`src/design/pcseq_map.svh`:
```
`ifndef PCSEQ_MAP_SVH
`define PCSEQ_MAP_SVH

// ----------------------------------------
// Address layout and reset values
// ----------------------------------------
`define PCSEQ_PC_WIDTH        11
`define PCSEQ_PC_RESET        11'h000
`define PCSEQ_SHORT_LSB_WIDTH 6
`define PCSEQ_PAGE_WIDTH      5
`define PCSEQ_STACK_DEPTH     15
`define PCSEQ_LEN_WIDTH       2

`endif

```
`src/design/pcseq_pkg.sv`:
```
`include "pcseq_map.svh"
`default_nettype none

package pcseq_pkg;

  typedef logic [`PCSEQ_PC_WIDTH-1:0] pcseq_addr_type;

  // Control transfer selected by the decoder for the current fetch
  typedef enum logic [2:0] {
    PCSEQ_OP_NONE   = 3'b000,
    PCSEQ_OP_JUMP   = 3'b001,
    PCSEQ_OP_CALL   = 3'b010,
    PCSEQ_OP_RET    = 3'b011,
    PCSEQ_OP_SHORT  = 3'b100,
    PCSEQ_OP_INTR   = 3'b101
  } pcseq_op_type;

  // One request from the decoder
  typedef struct packed {
    logic                              fetch;
    logic [`PCSEQ_LEN_WIDTH-1:0]       length;
    pcseq_op_type                      op;
    logic                              flag;
    pcseq_addr_type                    target;
    logic [`PCSEQ_SHORT_LSB_WIDTH-1:0] short_imm;
  } pcseq_req_type;

endpackage : pcseq_pkg

`default_nettype wire

```
`src/design/pcseq_top.sv`:
```
`include "pcseq_map.svh"
`default_nettype none

module pcseq_top
  import pcseq_pkg::*;
#(
  parameter int DEPTH = `PCSEQ_STACK_DEPTH
) (
  input  wire logic           core_clk_i,    // Core clock
  input  wire logic           rst_n_i,       // Synchronous reset, active low
  input  wire pcseq_req_type  req_i,         // Decoder request
  output var  pcseq_addr_type program_counter_o, // Current fetch address
  output logic                stack_full_o,  // No free return slot
  output logic                stack_empty_o, // No return address held
  output logic                stack_err_o    // Call or interrupt on full, or return on empty
);

  // ----------------------------------------
  // Local sizes
  // ----------------------------------------
  localparam int ADDR_W = `PCSEQ_PC_WIDTH;
  localparam int LOW_W  = `PCSEQ_SHORT_LSB_WIDTH;
  localparam int PAGE_W = `PCSEQ_PAGE_WIDTH;
  localparam int PTR_W  = $clog2(DEPTH + 1);

  // ----------------------------------------
  // Decode helpers
  // ----------------------------------------
  // An operation only counts when the decoder qualifies it with fetch
  function automatic logic op_taken(
    input logic         fetch,
    input pcseq_op_type op,
    input pcseq_op_type code
  );
    return fetch && (op == code);
  endfunction : op_taken

  // Upper address bits select the page
  function automatic logic [PAGE_W-1:0] page_of(
    input pcseq_addr_type addr
  );
    return addr[ADDR_W-1 -: PAGE_W];
  endfunction : page_of

  // ----------------------------------------
  // Sequencer state
  // ----------------------------------------
  // Depth counts filled slots; DEPTH itself means full
  pcseq_addr_type   program_counter;
  pcseq_addr_type   next_program_counter;
  pcseq_addr_type   ret_stack [DEPTH];
  wire              pcseq_addr_type slot_hit [DEPTH];
  pcseq_addr_type   top_addr;
  logic [PTR_W-1:0] depth;
  logic [PTR_W-1:0] next_depth;
  logic             err;
  logic             next_err;

  // ----------------------------------------
  // Request fields
  // ----------------------------------------
  wire logic                        req_fetch  = req_i.fetch;
  wire logic [`PCSEQ_LEN_WIDTH-1:0] req_length = req_i.length;
  wire pcseq_op_type                req_op     = req_i.op;
  wire logic                        req_flag   = req_i.flag;
  wire pcseq_addr_type              req_target = req_i.target;
  wire logic [LOW_W-1:0]            req_imm    = req_i.short_imm;

  // ----------------------------------------
  // Operation decode
  // ----------------------------------------
  wire logic take_call = op_taken(req_fetch, req_op, PCSEQ_OP_CALL);
  wire logic take_intr = op_taken(req_fetch, req_op, PCSEQ_OP_INTR);
  wire logic take_ret  = op_taken(req_fetch, req_op, PCSEQ_OP_RET);

  // ----------------------------------------
  // Stack occupancy
  // ----------------------------------------
  wire logic full  = depth == PTR_W'(DEPTH);
  wire logic empty = depth == '0;
  wire logic push  = (take_call || take_intr) && !full;
  wire logic pop   = take_ret && !empty;

  // ----------------------------------------
  // Candidate addresses
  // ----------------------------------------
  // length advance, wraps
  wire pcseq_addr_type seq_addr =
    pcseq_addr_type'(program_counter + pcseq_addr_type'(req_length));

  // low bits replaced
  // seq_addr already points past the branch, so a branch at a page end keeps the next page.
  wire pcseq_addr_type short_addr = {page_of(seq_addr), req_imm};

  // Interrupts save the preempted fetch address, calls the address after the call
  wire pcseq_addr_type save_addr = take_intr ? program_counter : seq_addr;

  // ----------------------------------------
  // Next address select
  // ----------------------------------------
  // load transfer target
  always_comb begin
    next_program_counter = seq_addr;
    if (!req_fetch) begin
      next_program_counter = program_counter;
    end else begin
      unique case (req_op)
        PCSEQ_OP_JUMP,
        PCSEQ_OP_CALL,
        PCSEQ_OP_INTR: begin
          next_program_counter = req_target;
        end
        PCSEQ_OP_RET: begin
          next_program_counter = empty ? seq_addr : top_addr;
        end
        PCSEQ_OP_SHORT: begin
          next_program_counter = req_flag ? short_addr : seq_addr;
        end
        PCSEQ_OP_NONE: begin
          next_program_counter = seq_addr;
        end
        // The two unused codes advance like a plain fetch
        default: begin
          next_program_counter = seq_addr;
        end
      endcase
    end
  end

  // ----------------------------------------
  // Stack pointer and error
  // ----------------------------------------
  always_comb begin
    next_depth = depth;
    unique case ({push, pop})
      2'b10: begin
        next_depth = depth + 1'b1;
      end
      2'b01: begin
        next_depth = depth - 1'b1;
      end
      default: begin
        next_depth = depth;
      end
    endcase
  end

  // A refused push or pop leaves the stack alone and raises the error pulse; the PC still loads the call target or advances
  assign next_err = ((take_call || take_intr) && full) || (take_ret && empty);

  // ----------------------------------------
  // Registers
  // ----------------------------------------
  // counter, zero at reset
  always_ff @(posedge core_clk_i) begin
    if (!rst_n_i) begin
      program_counter <= `PCSEQ_PC_RESET;
    end else begin
      program_counter <= next_program_counter;
    end
  end

  always_ff @(posedge core_clk_i) begin
    if (!rst_n_i) begin
      depth <= '0;
    end else begin
      depth <= next_depth;
    end
  end

  always_ff @(posedge core_clk_i) begin
    if (!rst_n_i) begin
      err <= 1'b0;
    end else begin
      err <= next_err;
    end
  end

  // ----------------------------------------
  // Return address stack
  // ----------------------------------------
  // return address stack
  // Slots carry no reset: a slot is only read once a push has filled it.
  for (genvar slot = 0; slot < DEPTH; slot++) begin : g_slot
    wire logic slot_we = push && rst_n_i && (depth == PTR_W'(slot));

    always_ff @(posedge core_clk_i) begin
      if (slot_we) begin
        ret_stack[slot] <= save_addr;
      end
    end

    // One-hot pick of the newest slot, so an empty stack never indexes outside the array
    assign slot_hit[slot] = (depth == PTR_W'(slot + 1)) ? ret_stack[slot] : '0;
  end : g_slot

  always_comb begin
    top_addr = '0;
    for (int i = 0; i < DEPTH; i++) begin
      top_addr = top_addr | slot_hit[i];
    end
  end

  // ----------------------------------------
  // Outputs
  // ----------------------------------------
  assign program_counter_o = program_counter;
  assign stack_full_o      = full;
  assign stack_empty_o     = empty;
  assign stack_err_o       = err;

endmodule : pcseq_top

`default_nettype wire

```
`config.mk`:
```
export PLATFORM = sky130hd
export DESIGN_NAME = pcseq_top
export DESIGN_NICKNAME = d
export VERILOG_FILES = /design/src/design/pcseq_pkg.sv /design/src/design/pcseq_top.sv
export VERILOG_INCLUDE_DIRS = /design/src /design/src/design
export SDC_FILE = /design/constraint.sdc
export NUM_CORES = 1
export LEC_CHECK = 0
export ABC_AREA = 0
export ABC_CLOCK_PERIOD_IN_PS = 2650
export BUFFER_PORTS_ARGS = -buffer_cell sky130_fd_sc_hd__buf_2
export CAP_MARGIN = 0
export CORE_MARGIN = 1
export CORE_UTILIZATION = 38
export CTS_CLUSTER_DIAMETER = 30
export DETAILED_ROUTE_END_ITERATION = 8
export GPL_TIMING_DRIVEN = 0
export PLACE_DENSITY = 0.53
export SLEW_MARGIN = 10
export SYNTH_ARGS = -nofsm -noshare
export SYNTH_HDL_FRONTEND = slang
export SYNTH_SLANG_ARGS = --single-unit
```
`constraint.sdc`:
```
create_clock -name core_clk_i -period 2.65 [get_ports core_clk_i]
set_clock_uncertainty 0.05 [all_clocks]
set_input_delay 0.1325 -clock core_clk_i [delete_from_list [all_inputs] [get_ports core_clk_i]]
set_output_delay 0.1325 -clock core_clk_i [all_outputs]
set_load 0.1 [all_outputs]
```
==> results.sh, run 1 <==
export IMPL_status="finished, final reports clean"
export IMPL_critical_path_max_stage_delay_ps=600
export IMPL_htree_num_levels=4
export IMPL_synthCells=610
export IMPL_total_power_w=0.00631
export IMPL_diodes=0
export IMPL_grt_pass1_wl_um=35800
export IMPL_cts_sinks=181
export IMPL_top_usage_layer="met2"
export IMPL_startpoint_type="flip-flop"
export IMPL_synthDistinctLibCells=62
export IMPL_hold_viol=0
export IMPL_vias=5725
export IMPL_pwr_share_comb_pct=10.0
export IMPL_firstDrtPassIters=5
export IMPL_leakagePower_nw=3.20
export IMPL_rsz0062_at_grt="false"
export IMPL_max_freq_mhz=402
export IMPL_layout_commonest_cell="edfxtp_1"
export IMPL_period_share_pct=93.8
export IMPL_synth_edff_count=165
export IMPL_p_int_w=0.00476
export IMPL_hold_path_class="in2reg"
export IMPL_crit_buf_inv=4
export IMPL_clkPwrFrac_pct=39.2
export IMPL_setup_viol=0
export IMPL_slew_violations=0
export IMPL_synth_fp_nets=645
export IMPL_gp_congestion=0.858
export IMPL_overflow=0
export IMPL_cts_max_path_buffers=2
export IMPL_syn2layout_area_growth_pct=15.5
export IMPL_grt_usage_pct=23.0
export IMPL_drc=0
export IMPL_drt_iter0_markers=545
export IMPL_worstPathCellList="inv_1 -> ha_1 -> buf_2 -> buf_4 -> buf_2 -> and3_2"
export IMPL_post_cts_buffers=0
export IMPL_power_switching_w=0.00155
export IMPL_whs_ps=21.4
export IMPL_async_flop_share_pct=0
export IMPL_swShare_pct=24.6
export IMPL_antenna_found_initial=0
export IMPL_finalNetCount=702
export IMPL_drv_cap=0
export IMPL_tritoncts="done"
export IMPL_postLayoutCoreUtil_pct=44.6
export IMPL_finalSetupTns_ps=0
export IMPL_grt_use_met3_pct=5.18
export IMPL_vias_per_cell=5.99
export IMPL_drtAntennaViolNets=0
export IMPL_io_pins=40
export IMPL_grt_util_met2_pct=35.2
export IMPL_seqPwrFrac_pct=50.8
export IMPL_worstSetupPathType="reg2reg"
export IMPL_critPathTopFamily="buffers and inverters"
export IMPL_cp_common_cell="buf_2"
export IMPL_initial_core_util_pct=38.7
export IMPL_dpl_hpwl_um=15800
export IMPL_vdd_drop_max_mv=0.365
export IMPL_cts_buffers=17
export IMPL_dieArea_sq_mm=0.0220
export IMPL_endpoint_kind="flip-flop"
export IMPL_worst_ep_arrival_time_ps=2500
export IMPL_wl_per_cell_um=25.7
export IMPL_power_density_mw_per_mm2=673
export IMPL_crit_required_ps=2660
export IMPL_rows=53
export IMPL_ys_warn_count=0
export IMPL_yosys_register_bits=181
export IMPL_synthesis_area_sq_mm=0.00813
export IMPL_final_cell_mix="edfxtp_1 (165), buf_2 (59), nand2_1 (50)"
export IMPL_cts_root_buffer="clkbuf_16"
export IMPL_use_met1_pct=32.3
export IMPL_fp_dieH_um=148
export IMPL_worst_pin_slew_ps=1280
export IMPL_synth_avg_cell_area_sq_um=13.3
export IMPL_grt_max_degree=17
export IMPL_ys_seq_area_share_pct=64.9
export IMPL_core_area_sq_mm=0.0210
export IMPL_portBuffers=35
export IMPL_grt_pass1_vias=5416
export IMPL_drt_wl_total_um=24500
export IMPL_die_x_um=148
export IMPL_ys_flop_type="edfxtp_1"
export IMPL_cp_slowest_cell="and3_2"
export IMPL_clk_latency_ps=430
export IMPL_period_minus_slack_ps=2490
export IMPL_layout_drive_gt1_share_pct=22.4
export IMPL_clk_pin_slew_ps=70
export IMPL_relSlewSlack_pct=14.0
export IMPL_crit_fanout=11
## registers in the layout, summed over array words and instances (netlist names)
signal and count:
stack_err_o 1, depth 4, ret_stack 165, program_counter_o 11
## metal layers
| layer | share of wire (%) | vias to the layer above |
|---|---|---|
| li1 | - | 2522 |
| met1 | 44 | 2900 |
| met2 | 46 | 275 |
| met3 | 7.5 | 28 |
| met4 | 2.1 | 0 |
| met5 | 0 | - |
## final timing paths
check,from,slack (ps),to,cells past startpoint
worst max-delay path,depth[1],160,ret_stack[1][61],6
worst min-delay path,req_i[15],20,program_counter_o[9],5
worst max register to register,depth[1],160,ret_stack[1][61],6
worst min register to register,program_counter_o[0],550,program_counter_o[0],2
## cell families after synthesis
kind of cell | share of synthesized area, %
multiplexers | 2.08
AND/OR/NAND/NOR | 8.39
adder cells (fa/ha/maj) | 1.48
buffers and inverters | 3.97
AO/OA/AOI/OAI | 16.8
XOR/XNOR | 2.37
flip-flops | 64.9
## through the flow
| step | area (sq um) | std cells | worst slack [ps] |
|---|---|---|---|
| global route | 9380 | 955 | 4.61 |
| finish | 9380 | 955 | 163 |
| floorplan | 8140 | 610 | 8.08 |
| global placement | 8660 | 920 | -306 |
| detailed placement | 8660 | 920 | -414 |
| CTS | 9340 | 955 | 24.0 |
## final cells by class
class	instances	area [sq um]
plain buffers	50	292
clock buffers	23	448
clock inverters	9	121
fillers	1883	11600
inverters	9	33.8
multi-input cells	370	2660
flip-flops and latches	181	5280
well taps	275	344
repair buffers	38	205
## Yosys cell counts (5+ instances only)
master	instances	share of area (%)
o21ai_1	8	0.49
nor2b_1	6	0.46
a221oi_1	10	1.1
buf_4	9	0.83
a21o_1	5	0.46
buf_2	24	1.5
and3_1	18	1.4
a211oi_1	10	0.92
edfxtp_1	165	61
o211ai_1	12	1.1
mux2_2	7	0.97
and2_1	7	0.54
nand2_1	51	2.4
xor2_1	7	0.75
a32oi_1	6	0.65
nor2_1	9	0.42
clkbuf_1	12	0.55
a21oi_1	34	2.1
a222oi_1	9	1.1
a31oi_1	8	0.62
ha_1	8	1.2
xnor2_1	15	1.6
inv_1	6	0.28
nand3_1	23	1.4
a22oi_1	25	2.3
a22o_1	9	0.97
buf_6	5	0.69
dfxtp_1	16	3.9
o21ai_0	27	1.7
## worst reg2reg max path: cells and delay by family, from the launching register on
family,cells,cell delay [ps]
DFF,1,350
buffers and inverters,4,950
adders and majority gates,1,170
and+or+nand+nor,1,610
## what timing repair did
action | 4_1_cts | 5_1_grt
endpoints found under the setup margin | 234 | 55
endpoints found under the hold margin | 5 | 0
pin swaps | 0 | 1
gates resized for setup | 21 | 11
hold buffers | 3 | 0
## power groups by stage
stage,registers [W],clock network (W),logic (W)
final,0.00321,0.00248,0.000632
after global routing,0.00321,0.00262,0.000668
after CTS,0.00320,0.00250,0.000617
after detailed placement,0.00327,0,0.000603
after global placement,0.00326,0,0.000595
after floorplan,0.00336,0,0.000316
Note: power is estimated with default switching activity, not from simulation.
==> inputs of run 2 (changes only) <==
==> constraint.sdc (replaced) <==
create_clock -name core_clk_i -period 2.65 [get_ports core_clk_i]
set_clock_uncertainty 0.05 [all_clocks]
set_input_delay 0.3975 -clock core_clk_i [delete_from_list [all_inputs] [get_ports core_clk_i]]
set_output_delay 0.3975 -clock core_clk_i [all_outputs]
set_load 0.1 [all_outputs]
==> run 2 against run 1 <==
Compared with the run above: count of clock-buffer cells in the layout unchanged; global-route usage unchanged; critical path depth unchanged; non-clock buffer count down 3; flip-flop and latch count unchanged; via count down 0.87%; sequential power about the same; die area unchanged; combinational power down 0.9%; first-iteration DRC count up 9.4%; design area down 0.29%; largest cell class unchanged; largest power group unchanged.
==> results.sh, run 2 (synthesis gave the netlist of run 1 again) <==
export IMPL_min_path_cells=3
export IMPL_grt_max_degree=17
export IMPL_finalNetCount=699
export IMPL_drv_cap=0
export IMPL_total_power_w=0.00630
export IMPL_final_cell_mix="edfxtp_1 (165), buf_2 (58), nand2_1 (50)"
export IMPL_clk_latency_ps=430
export IMPL_top_register="ret_stack"
export IMPL_vias=5675
export IMPL_syn2layout_area_growth_pct=15.1
export IMPL_crit_buf_inv=2
export IMPL_drtAntennaViolNets=0
export IMPL_gp_congestion=0.858
export IMPL_hold_path_class="in2reg"
export IMPL_htree_num_levels=4
export IMPL_portBuffers=35
export IMPL_status="finished, final reports clean"
export IMPL_io_pins=40
export IMPL_cts_buffers=17
export IMPL_fp_dieH_um=148
export IMPL_cts_root_buffer="clkbuf_16"
export IMPL_hold_viol=0
export IMPL_crit_cells=6
export IMPL_grt_usage_pct=23.0
export IMPL_ctsHoldBuffers=0
export IMPL_dieArea_sq_mm=0.0220
export IMPL_layout_commonest_cell="edfxtp_1"
export IMPL_leakagePower_nw=3.19
export IMPL_clk_pin_slew_ps=70
export IMPL_ff2ff_path_depth=6
export IMPL_cts_max_path_buffers=2
export IMPL_grt_pass1_vias=5416
export IMPL_overflow=0
export IMPL_final_cell_count_no_fill=952
export IMPL_cts_sinks=181
export IMPL_largest_reg_flops=165
export IMPL_crit_required_ps=2680
export IMPL_vias_per_cell=5.96
export IMPL_rows=53
export IMPL_crit_fanout=11
export IMPL_layout_drive_gt1_share_pct=22.5
export IMPL_critPathTopFamily="simple AND/OR/NAND/NOR gates"
export IMPL_drt_wl_total_um=24500
export IMPL_slew_violations=0
export IMPL_worstSetupPathType="reg2reg"
export IMPL_tritoncts="done"
export IMPL_wl_per_cell_um=25.7
export IMPL_worstPathCellList="ha_1 -> buf_6 -> and3_2 -> nor3b_2 -> buf_2 -> and3_2"
export IMPL_period_share_pct=93.7
export IMPL_vdd_drop_max_mv=0.366
export IMPL_post_cts_buffers=0
export IMPL_cp_common_cell="and3_2"
export IMPL_antenna_found_initial=0
export IMPL_power_density_mw_per_mm2=674
export IMPL_worst_pin_slew_ps=1250
export IMPL_core_area_sq_mm=0.0210
export IMPL_die_x_um=148
export IMPL_grt_pass1_wl_um=35800
export IMPL_rsz0062_at_grt="false"
export IMPL_initial_core_util_pct=38.7
export IMPL_worst_ep_arrival_time_ps=2510
export IMPL_firstDrtPassIters=5
export IMPL_max_freq_mhz=403
export IMPL_drc=0
export IMPL_cp_slowest_cell="and3_2"
export IMPL_setup_viol=0
export IMPL_endpoint_kind="flip-flop"
export IMPL_diodes=0
export IMPL_startpoint_type="flip-flop"
export IMPL_dpl_hpwl_um=15800
export IMPL_period_minus_slack_ps=2480
export IMPL_placed_cells=920
export IMPL_relSlewSlack_pct=15.8
export IMPL_critical_path_max_stage_delay_ps=500
export IMPL_drt_iter0_markers=596
==> run 2: changes by cell type in the layout (fill, tap and decap cells not counted), sizes merged <==
cell and change:
dlygate4sd3 -3
==> run 2: path summary, 6_finish.rpt <==
check,slack (ps),from,endpoint
setup / recovery,170,depth[0],ret_stack[0][60]
hold / removal,260,req_i[9],program_counter_o[3]
setup reg to reg,170,depth[0],ret_stack[0][60]
hold reg to reg,550,program_counter_o[0],program_counter_o[0]
==> run 2: through the flow <==
stage	utilization, %	TNS (ps)	cell area (sq um)	worst slack (ps)	hold WS [ps]
after floorplan	-	0	8140	8.08	485
after global placement	41.2	-30140	8660	-432	510
after detailed placement	41.2	-43050	8660	-522	527
after CTS	44.3	0	9310	24.0	235
after global routing	44.5	0	9350	4.61	256
final	44.5	0	9350	167	256
==> run 2: final cells by class <==
class	instances	area [sq um]
repair buffers	35	178
multi-input cells	370	2660
clock inverters	9	121
flip-flops and latches	181	5280
inverters	9	33.8
well taps	275	344
clock buffers	23	448
fillers	1892	11700
plain buffers	50	292
==> run 2: worst min-delay path, delay by kind of cell <==
kind | cells | cell delay (ps)
buffers and inverters | 1 | 80
AO/OA/AOI/OAI | 2 | 210
==> run 2: what timing repair did <==
item / in CTS / in global routing
gates resized for setup: 22 / 11
endpoints found under the setup margin: 235 / 56
pin swaps: 0 / 1
==> run 2: power by group <==
part           switching (W)  total (W)  internal [W]
Sequential         0.0000265    0.00321       0.00318
Combinational       0.000452   0.000626      0.000174
Clock                0.00107    0.00247       0.00141
==> run 2: metal layers <==
metal | routed length (um) | track usage, % | share of wire (%) | up-vias
met1 | 10600 | 32.3 | 43 | 2830
met4 | 613 | 7.73 | 2.5 | 0
met2 | 11000 | 35.2 | 45 | 293
met5 | 0 | 0 | 0 | -
li1 | - | - | - | 2514
met3 | 2200 | 5.18 | 9.0 | 38
==> inputs of run 3 (changes only) <==
--- a/config.mk
+++ b/config.mk
@@ -8,14 +8,14 @@
 export LEC_CHECK = 0
 export ABC_AREA = 0
 export ABC_CLOCK_PERIOD_IN_PS = 2650
-export BUFFER_PORTS_ARGS = -buffer_cell sky130_fd_sc_hd__buf_2
 export CAP_MARGIN = 0
 export CORE_MARGIN = 1
 export CORE_UTILIZATION = 38
 export CTS_CLUSTER_DIAMETER = 30
 export DETAILED_ROUTE_END_ITERATION = 8
+export DONT_BUFFER_PORTS = 1
 export GPL_TIMING_DRIVEN = 0
-export PLACE_DENSITY = 0.53
+export PLACE_DENSITY = 0.51
 export SLEW_MARGIN = 10
 export SYNTH_ARGS = -nofsm -noshare
 export SYNTH_HDL_FRONTEND = slang
==> run 3 against run 2 <==
Compared with the run above: register-to-register slack worse by 70 ps; hold slack worse by 200 ps; worst setup slack worse by 74 ps; first-iteration DRC count is 3.0% higher; core utilization is 0.20 points lower; fmax is 2.9% lower.
==> results.sh, run 3 (synthesis gave the netlist of run 1 again) <==
export IMPL_period_minus_slack_ps=2560
export IMPL_ctsHoldBuffers=0
export IMPL_status="finished, final reports clean"
export IMPL_power_switching_w=0.00166
export IMPL_hold_path_class="in2reg"
export IMPL_grt_util_met2_pct=37.2
export IMPL_slew_violations=0
export IMPL_drtAntennaViolNets=0
export IMPL_critical_path_max_stage_delay_ps=540
export IMPL_clk_pin_slew_ps=80
export IMPL_gp_congestion=0.895
export IMPL_cts_buffers=17
export IMPL_power_density_mw_per_mm2=682
export IMPL_leakagePower_nw=3.09
export IMPL_grt_usage_pct=23.2
export IMPL_worstSetupPathType="reg2reg"
export IMPL_endpoint_kind="flip-flop"
export IMPL_setup_ws_ps=93.9
export IMPL_layout_drive_gt1_share_pct=21.4
export IMPL_antenna_found_initial=0
export IMPL_io_pins=40
export IMPL_top_register="ret_stack"
export IMPL_worst_ep_arrival_time_ps=2580
export IMPL_relSlewSlack_pct=18.2
export IMPL_p_int_w=0.00469
export IMPL_cts_sinks=181
export IMPL_rsz0062_at_grt="false"
export IMPL_grt_pass1_wl_um=36200
export IMPL_clk_latency_ps=440
export IMPL_wl_per_cell_um=26.7
export IMPL_cts_root_buffer="clkbuf_16"
export IMPL_whs_ps=58.1
export IMPL_worstPathCellList="ha_1 -> buf_6 -> and3_4 -> nor3b_4 -> buf_2 -> and3_2"
export IMPL_swShare_pct=26.2
export IMPL_hold_viol=0
export IMPL_seqPwrFrac_pct=52.1
export IMPL_pwr_share_comb_pct=8.0
export IMPL_dieArea_sq_mm=0.0220
export IMPL_layout_commonest_cell="edfxtp_1"
export IMPL_startpoint_type="flip-flop"
export IMPL_fp_dieH_um=148
export IMPL_vdd_drop_max_mv=0.390
export IMPL_grt_max_degree=19
export IMPL_vias_per_cell=6.07
export IMPL_grt_pass1_vias=5398
export IMPL_diodes=0
export IMPL_top_usage_layer="met2"
export IMPL_max_freq_mhz=391
export IMPL_crit_fanout=11
export IMPL_overflow=0
export IMPL_finalNetCount=666
export IMPL_rows=53
export IMPL_crit_required_ps=2670
export IMPL_firstDrtPassIters=5
export IMPL_final_cell_mix="edfxtp_1 (165), nand2_1 (50), a21oi_1 (33)"
export IMPL_setup_viol=0
export IMPL_die_x_um=148
export IMPL_syn2layout_area_growth_pct=14.6
export IMPL_core_area_sq_mm=0.0210
export IMPL_drc=0
export IMPL_drt_iter0_markers=614
export IMPL_worst_pin_slew_ps=1230
export IMPL_vias=5581
export IMPL_period_share_pct=96.5
export IMPL_cp_slowest_cell="and3_2"
export IMPL_initial_core_util_pct=38.7
export IMPL_drt_wl_total_um=24600
export IMPL_grt_use_met3_pct=5.12
export IMPL_clkPwrFrac_pct=39.9
export IMPL_largest_reg_flops=165
export IMPL_cts_max_path_buffers=2
export IMPL_tritoncts="done"
export IMPL_dpl_hpwl_um=15900
export IMPL_use_met1_pct=31.6
export IMPL_portBuffers=0
export IMPL_htree_num_levels=4
export IMPL_pre_cts_ws_ps=-519
export IMPL_drv_cap=0
## run 3: cell count changes in the layout (fill, tap and decap cells not counted), sizes merged
cell	change
buf	-34
inv	+3
clkinv	+4
clkbuf	-5
bufinv	-1
## run 3: power by group through the flow
| stage | logic (W) | clock network [W] | registers (W) |
|---|---|---|---|
| detailed placement | 0.000467 | 0 | 0.00337 |
| CTS | 0.000491 | 0.00256 | 0.00331 |
| global route | 0.000550 | 0.00268 | 0.00331 |
| finish | 0.000508 | 0.00253 | 0.00331 |
| global placement | 0.000458 | 0 | 0.00337 |
| floorplan | 0.000316 | 0 | 0.00336 |
## run 3: cell type report
type | instances | area [sq um]
Inverter | 9 | 36.3
Fill cell | 1904 | 11700
Sequential cell | 181 | 5290
Buffer | 50 | 299
Tap cell | 275 | 344
Multi-Input combinational cell | 370 | 2710
Clock buffer | 17 | 425
Clock inverter | 15 | 168
Timing Repair Buffer | 2 | 40.0
## run 3: final timing paths
kind / slack (ps) / start / to / cells past startpoint
worst min register to register: 560 / depth[0] / depth[0] / 2
worst max register to register: 90 / depth[0] / ret_stack[0][85] / 6
worst max-delay path: 90 / depth[0] / ret_stack[0][85] / 6
worst min-delay path: 60 / rst_n_i / program_counter_o[0] / 2
## run 3: worst max-delay path, delay by kind of cell (launching register included)
family / cells / cell delay [ps]
DFF: 1 / 350
and+or+nand+nor: 3 / 1180
adders and majority gates: 1 / 210
buffers and inverters: 2 / 390
## run 3: per-layer routing
layer	vias to the layer above	wire length [um]
li1	2456	-
met5	-	0
met1	2833	10500
met2	265	11700
met3	27	1990
met4	0	417
## run 3: stage by stage
step,util [%],cells,area (sq um),total power (W),TNS (ps)
6_report,44.3,919,9310,0.00635,0
5_1_grt,44.3,919,9310,0.00654,0
4_1_cts,44.0,919,9240,0.00636,0
3_5_place_dp,40.4,885,8490,0.00384,-96610
3_3_place_gp,40.3,885,8480,0.00383,-90030
2_1_floorplan,-,610,8140,0.00367,0
## run 3: timing repair
action / 4_1_cts / 5_1_grt
setup endpoints to repair: 305 / 132
hold endpoints to repair: 0 / 0
resized for setup: 36 / 18
cloned: 0 / 0
pin swaps: 2 / 0
buffers inserted: 2 / 0
